$ cat src/inc/status_flags_defs.vh
`ifndef STATUS_FLAGS_DEFS_VH
`define STATUS_FLAGS_DEFS_VH

// ****************************************
// Register offsets (word addresses)
// ****************************************
`define ADDR_HEALTH_FLAGS  8'h07
`define ADDR_MISC_STATUS   8'h08
`define ADDR_LIVE_CSUM     8'h09
`define ADDR_STORED_CSUM   8'h0A
`define ADDR_LAST_REG      8'h1F

// ****************************************
// Field positions in health_flags
// ****************************************
`define BIT_LOCK_LIVE      11
`define BIT_VCO_READY      10
`define BIT_RD_COLL        9
`define BIT_WR_COLL        8
`define BIT_RD_RANGE       7
`define BIT_WR_RANGE       6
`define BIT_CSUM_ERR       5
`define BIT_EE_BUSY        4
`define BIT_CAL_DONE       3
`define BIT_CFG_DONE       2
`define BIT_UNLOCK_STICKY  1
`define BIT_FREQ_LOCK      0

// ****************************************
// Reset values
// ****************************************
`define RST_WORD16         16'h0000

`endif

$ cat src/clock_gen_status_flags.v
`timescale 1ns/1ps
`include "status_flags_defs.vh"

module clock_gen_status_flags (
  input  wire        core_clk,          // 20 MHz clock
  input  wire        reset,             // Async reset, active high
  input  wire        reset_sync_pin_n,  // Hard reset from reset/sync pin, active low
  input  wire [7:0]  reg_addr,          // Serial interface register address
  input  wire        reg_rd,            // Read strobe, one cycle
  input  wire        reg_wr,            // Write strobe, one cycle
  input  wire [15:0] reg_wdata,         // Write data
  output reg  [15:0] reg_rdata,         // Read data, valid cycle after reg_rd
  output reg         reg_rvalid,        // Read data valid pulse
  input  wire        pll_locked,        // Live PLL lock from lock detector
  input  wire        freq_locked,       // Frequency lock indication
  input  wire        vco_ready,         // VCO buffer LDO power-on status
  input  wire        amp_cal_round_done,// Pulse per amplitude calibration round
  input  wire        main_cal_done,     // Pulse at end of main calibration
  input  wire        recal_start,       // Pulse starting a recalibration
  input  wire        ee_rd_phase,       // EEPROM engine in read phase
  input  wire        ee_wr_phase,       // EEPROM engine in write phase
  input  wire        ee_op_req,         // Pulse: any EEPROM operation requested
  input  wire        eeprom_commit_cmd, // Pulse: EEPROM commit submitted
  input  wire        register_commit_cmd,// Pulse: register commit submitted
  input  wire        csum_update_cmd,   // Pulse: checksum update issued
  input  wire        csum_done,         // Pulse: config readback checksum complete
  input  wire [15:0] live_csum,         // Checksum computed while reading EEPROM
  input  wire [15:0] stored_csum,       // Checksum stored in EEPROM
  input  wire        xfer_done,         // Pulse: EEPROM to register transfer done
  input  wire [15:0] misc_status,       // Miscellaneous status word
  output reg  [15:0] health_flags_out,  // Health flags word mirror
  output reg         ee_busy            // EEPROM busy, for host gating
);

  // ****************************************
  // State
  // ****************************************
  reg        rd_coll_r;
  reg        wr_coll_r;
  reg        rd_range_r;
  reg        wr_range_r;
  reg        csum_err_r;
  reg        cal_done_r;
  reg        cfg_done_r;
  reg        unlock_sticky_r;
  reg        csum_ok_r;
  reg  [1:0] amp_rounds_r;
  reg [15:0] live_csum_r;
  reg [15:0] stored_csum_r;
  wire       busy_now;
  wire       rd_hit;
  wire [15:0] health_word;

  function in_map;
    input [7:0] a;
    begin
      in_map = (a <= `ADDR_LAST_REG);
    end
  endfunction

  assign busy_now = ee_rd_phase | ee_wr_phase;
  assign rd_hit   = reg_rd && (reg_addr == `ADDR_HEALTH_FLAGS);

  assign health_word = {4'h0,
                        pll_locked,
                        vco_ready,
                        rd_coll_r, wr_coll_r, rd_range_r, wr_range_r,
                        csum_err_r, busy_now, cal_done_r, cfg_done_r,
                        unlock_sticky_r,
                        freq_locked};

  // ****************************************
  // Flags
  // ****************************************
  always @(posedge core_clk or posedge reset) begin
    if (reset) begin
      rd_coll_r       <= 1'b0;
      wr_coll_r       <= 1'b0;
      rd_range_r      <= 1'b0;
      wr_range_r      <= 1'b0;
      csum_err_r      <= 1'b0;
      csum_ok_r       <= 1'b0;
      cal_done_r      <= 1'b0;
      cfg_done_r      <= 1'b0;
      unlock_sticky_r <= 1'b0;
      amp_rounds_r    <= 2'h0;
      live_csum_r     <= `RST_WORD16;
      stored_csum_r   <= `RST_WORD16;
    end else begin
      // Set wins over read-clear so a collision in the read cycle is kept
      if (ee_op_req && ee_rd_phase)
        rd_coll_r <= 1'b1;
      else if (rd_hit)
        rd_coll_r <= 1'b0;
      if (ee_op_req && ee_wr_phase)
        wr_coll_r <= 1'b1;
      else if (rd_hit)
        wr_coll_r <= 1'b0;
      // Range errors have no clear path other than reset
      if (reg_rd && !in_map(reg_addr))
        rd_range_r <= 1'b1;
      if (reg_wr && !in_map(reg_addr))
        wr_range_r <= 1'b1;
      live_csum_r   <= live_csum;
      stored_csum_r <= stored_csum;
      if (csum_done) begin
        csum_ok_r  <= (stored_csum == live_csum);
        csum_err_r <= (stored_csum != live_csum);
      end else if (eeprom_commit_cmd || csum_update_cmd) begin
        csum_err_r <= 1'b0;
      end
      if (xfer_done && csum_ok_r)
        cfg_done_r <= 1'b1;
      // Recalibration restarts the done sequence
      if (recal_start) begin
        amp_rounds_r <= 2'h0;
        cal_done_r   <= 1'b0;
      end else begin
        if (amp_cal_round_done && amp_rounds_r != 2'h2)
          amp_rounds_r <= amp_rounds_r + 2'h1;
        if (main_cal_done && amp_rounds_r == 2'h2)
          cal_done_r <= 1'b1;
      end
      // Loss of lock beats a clear in the same cycle
      if (cal_done_r && !pll_locked)
        unlock_sticky_r <= 1'b1;
      else if (recal_start || !reset_sync_pin_n)
        unlock_sticky_r <= 1'b0;
    end
  end

  // ****************************************
  // Read port
  // ****************************************
  always @(posedge core_clk or posedge reset) begin
    if (reset) begin
      reg_rdata        <= `RST_WORD16;
      reg_rvalid       <= 1'b0;
      health_flags_out <= `RST_WORD16;
      ee_busy          <= 1'b0;
    end else begin
      reg_rvalid       <= reg_rd;
      health_flags_out <= health_word;
      ee_busy          <= busy_now;
      if (reg_rd) begin
        case (reg_addr)
          `ADDR_HEALTH_FLAGS: reg_rdata <= health_word;
          `ADDR_MISC_STATUS:  reg_rdata <= misc_status;
          `ADDR_LIVE_CSUM:    reg_rdata <= live_csum_r;
          `ADDR_STORED_CSUM:  reg_rdata <= stored_csum_r;
          default:            reg_rdata <= `RST_WORD16;
        endcase
      end
    end
  end

endmodule // clock_gen_status_flags

$ cat config.mk
export PLATFORM = sky130hd
export DESIGN_NAME = clock_gen_status_flags
export DESIGN_NICKNAME = d
export VERILOG_FILES = /design/src/clock_gen_status_flags.v
export VERILOG_INCLUDE_DIRS = /design/src /design/src/inc
export SDC_FILE = /design/constraint.sdc
export NUM_CORES = 1
export LEC_CHECK = 0
export BUFFER_PORTS_ARGS = -buffer_cell sky130_fd_sc_hd__buf_2
export CAP_MARGIN = 0
export CORE_MARGIN = 2
export CORE_UTILIZATION = 51
export CTS_CLUSTER_SIZE = 40
export DETAILED_ROUTE_END_ITERATION = 6
export PLACE_DENSITY = 0.85
export SYNTH_ARGS = -nofsm -noshare
export SYNTH_HDL_FRONTEND = slang
export SYNTH_SLANG_ARGS = --single-unit
export TNS_END_PERCENT = 50
$ cat constraint.sdc
create_clock -name core_clk -period 4.9 [get_ports core_clk]
set_clock_uncertainty 0.1 [all_clocks]
set_input_delay 0 -clock core_clk [delete_from_list [all_inputs] [get_ports core_clk]]
set_output_delay 0 -clock core_clk [all_outputs]
set_load 0.01 [all_outputs]
==> flow_summary.yaml <==
floorplan:
  die_w_um: 79.0
  die_area_um2: 6240
  rows: 27
  boundaryPins: 125
  start_util: 0.524
  dieHeight_um: 79.0
  core_area_um2: 5470
critical_path:
  arrival_ns: 2.09
  critPathBufInv: 3
  path_cells: "dlygate4sd3_1 > buf_2 > nor4_1 > and2_4 > nand2_1 > a22o_1 > dlygate4sd3_1"
  r2r_slack_ns: 3.11
  slowest_stage: "dlygate4sd3_1"
  crit-reg2reg-launch: "amp_rounds_r[0]"
  worstSetupEndpointType: "register"
  cpPeakStageDelay_ns: 0.56
  startpoint_type: "input port"
  cp.required_ns: 5.01
  worst_r2r_endpoint: "amp_rounds_r[0]"
  reg2reg_depth: 6
  critPathTopFamily: "buffers and inverters"
  worst-path-max-fanout: 13
  critPathKind: "input port to register"
  cpMostUsedCell: "dlygate4sd3_1"
route:
  drtAntennaViolNets: 0
  wl_per_cell_um: 16.6
  drt_iter0_drc: 229
  num_vias: 2402
  viasPerCell: 5.15
  routed_wl_um: 7720
  first_pass_iters: 7
  drc_errors: 0
run_status:
  status: "finished, final reports clean"
synth:
  syn-cell-area_um2: 2870
  syn_inst: 218
  ys_ff_latch: 72
  synth_ff_type: "dfrtp_1"
  yosys.area.top_type: "dfrtp_1"
  synth.distinct_cells: 37
  ys_seq_area_frac: 0.628
  yosys_warnings: 0
  async_flop_share: 1.00
  post_synth.cell_area_avg_um2: 13.2
  synthTopCellsByArea: "dfrtp_1 (63%), xnor2_1 (5.2%), a222oi_1 (3.8%), o22ai_1 (3.7%), a22o_1 (3.7%)"
  yosysTopAreaCellShare: 0.628
  synth-edff-count: 0
power_and_ir_drop:
  switching_share: 0.225
  power_density_nw_per_um2: 293
  clkPwrFrac: 0.371
  p_int_uw: 961
  p_seq_frac: 0.501
  vdd_drop_max_uv: 182
  p_leak_nw: 1.97
  power.switching_uw: 279
  combPwrFrac: 0.128
sta:
  finalSetupTns_ns: 0
  timing.final.crit_share: 0.404
  slew_headroom: 0.188
  finalCriticalPeriod_ns: 1.98
  rsz0062_at_grt: "no"
  tightest_slew_ns: 1.22
  slew_violations: 0
  setup_violations: 0
  hold_violations: 0
  timing.fmax_ghz: 0.505
clock_network:
  cts_setup_buffers: 0
  clk_latency_ns: 0.33
  clkTransAtPathRegs_ns: 0.07
  root_buffer: "clkbuf_8"
  clock_path_buffers: 2
  cts_max_level: 3
  cts_sinks: 72
  cts_tree: "done"
  cts_buffers: 9
global_route:
  grt_pass1_wl_um: 12100
  gr-total-overflow: 0
  antenna_found_initial: 0
  gr-usage-met2: 0.503
  grt_pass1_vias: 2566
  grt_use_met1: 0.275
  grt_max_degree: 73
  grt.met3_usage: 0.0614
  busiest_layer: "met2"
  grt_usage: 0.261
job:
  maxCapViolations: 0
worst_hold_path:
  hold_path_end: "reg_rdata[12]"
  hold_path_class: "input port to register"
  min_from: "misc_status[12]"
  hold_path_depth: 5
placed_design:
  port_buffers: 103
  dp_hpwl_um: 4550
  post-place-cells: 381
  dpl_cell_area_um2: 3340
  place_congestion: 0.792
cells_and_area:
  postLayoutCellArea_um2: 4230
  utilization: 0.773
  layout_common_cells: "buf_2 (103), dfrtp_1 (72), dlygate4sd3_1 (69), inv_1 (19)"
  final_common_cell: "buf_2"
  diodes: 0
  final_nets: 481
  final_layout_size_suffix_gt1_frac: 0.327
  stdcell_count: 466
  area_growth_pct: 47.3
power by group through the flow:
stage | Combinational (mW) | Sequential, mW | Clock (mW)
finish | 0.159 | 0.621 | 0.461
global route | 0.172 | 0.622 | 0.499
CTS | 0.155 | 0.621 | 0.468
detailed placement | 0.113 | 0.632 | 0
global placement | 0.108 | 0.631 | 0
floorplan | 0.0624 | 0.633 | 0
worst min-delay path, cell delays in order:
cell     delay, ns
buf_2         0.08
mux2i_1       0.06
nor2_1        0.09
a21oi_1       0.05
o22ai_1       0.11
Yosys cell counts, drive strengths merged (4+ instances only):
| master | instances |
|---|---|
| xnor2 | 17 |
| nor2 | 10 |
| nand4 | 4 |
| a21oi | 7 |
| a222oi | 11 |
| buf | 13 |
| a22o | 13 |
| o22ai | 17 |
| dfrtp | 72 |
| mux2i | 5 |
| inv | 20 |
cells by family (layout without fill, tap and decap cells):
kind of cell,after synthesis,after routing,synth area share
xor gates and xnor gates,17,17,0.0519
and+or+nand+nor,30,30,0.0676
muxes,6,6,0.0214
adders and majority gates,1,1,0.00436
buffers and inverters,36,209,0.0802
DFF,72,72,0.628
AOI/OAI and AO/OA,55,55,0.146
other,1,4,0.00131
worst max-delay path by stage:
stage	slack (ns)	end	from	cells after the start
final	2.92	wr_coll_r	reg_addr[6]	7
after global routing	2.84	wr_coll_r	reg_addr[6]	7
after CTS	2.89	wr_coll_r	reg_addr[6]	7
after detailed placement	2.95	reg_rdata[11]	reg_addr[0]	5
after global placement	3.01	reg_rdata[10]	reg_addr[0]	5
after floorplan	2.98	amp_rounds_r[0]	reset	1
sequential cells by signal (all words and copies together), names as in the netlist, 2 cells and up:
| name | count |
|---|---|
| live_csum_r | 16 |
| reg_rdata | 16 |
| stored_csum_r | 16 |
| health_flags_out | 12 |
| amp_rounds_r | 2 |
final cells by class:
type | instances | area [um^2]
timing repair buffer | 173 | 1210
tap | 72 | 90.1
clock inverter | 3 | 40.0
multi-input combinational | 113 | 850
clock buffer | 13 | 159
fill | 358 | 1240
inverter | 20 | 75.1
sequential | 72 | 1800
what timing repair did:
| item | CTS | global route |
|---|---|---|
| hold endpoints to repair | 134 | 0 |
| hold buffers | 69 | 0 |
| resized for setup | 0 | 0 |
per-layer routing:
| metal | part of all wire | up-vias | wire, um |
|---|---|---|---|
| met5 | 0 | - | 0 |
| met4 | 0.0098 | 0 | 76 |
| met3 | 0.055 | 9 | 422 |
| met2 | 0.57 | 102 | 4380 |
| met1 | 0.37 | 1175 | 2850 |
| li1 | - | 1116 | - |
stage by stage:
stage / hold slack [ns] / total power, mW / setup slack, ns
final: 0.00759 / 1.24 / 2.92
after global routing: 0.0631 / 1.29 / 2.84
after CTS: 0.0116 / 1.24 / 2.89
after detailed placement: 0.0338 / 0.745 / 2.95
after global placement: 0.0292 / 0.739 / 3.01
after floorplan: -0.0686 / 0.695 / 2.98
Note: power is estimated with default switching activity, not from simulation.
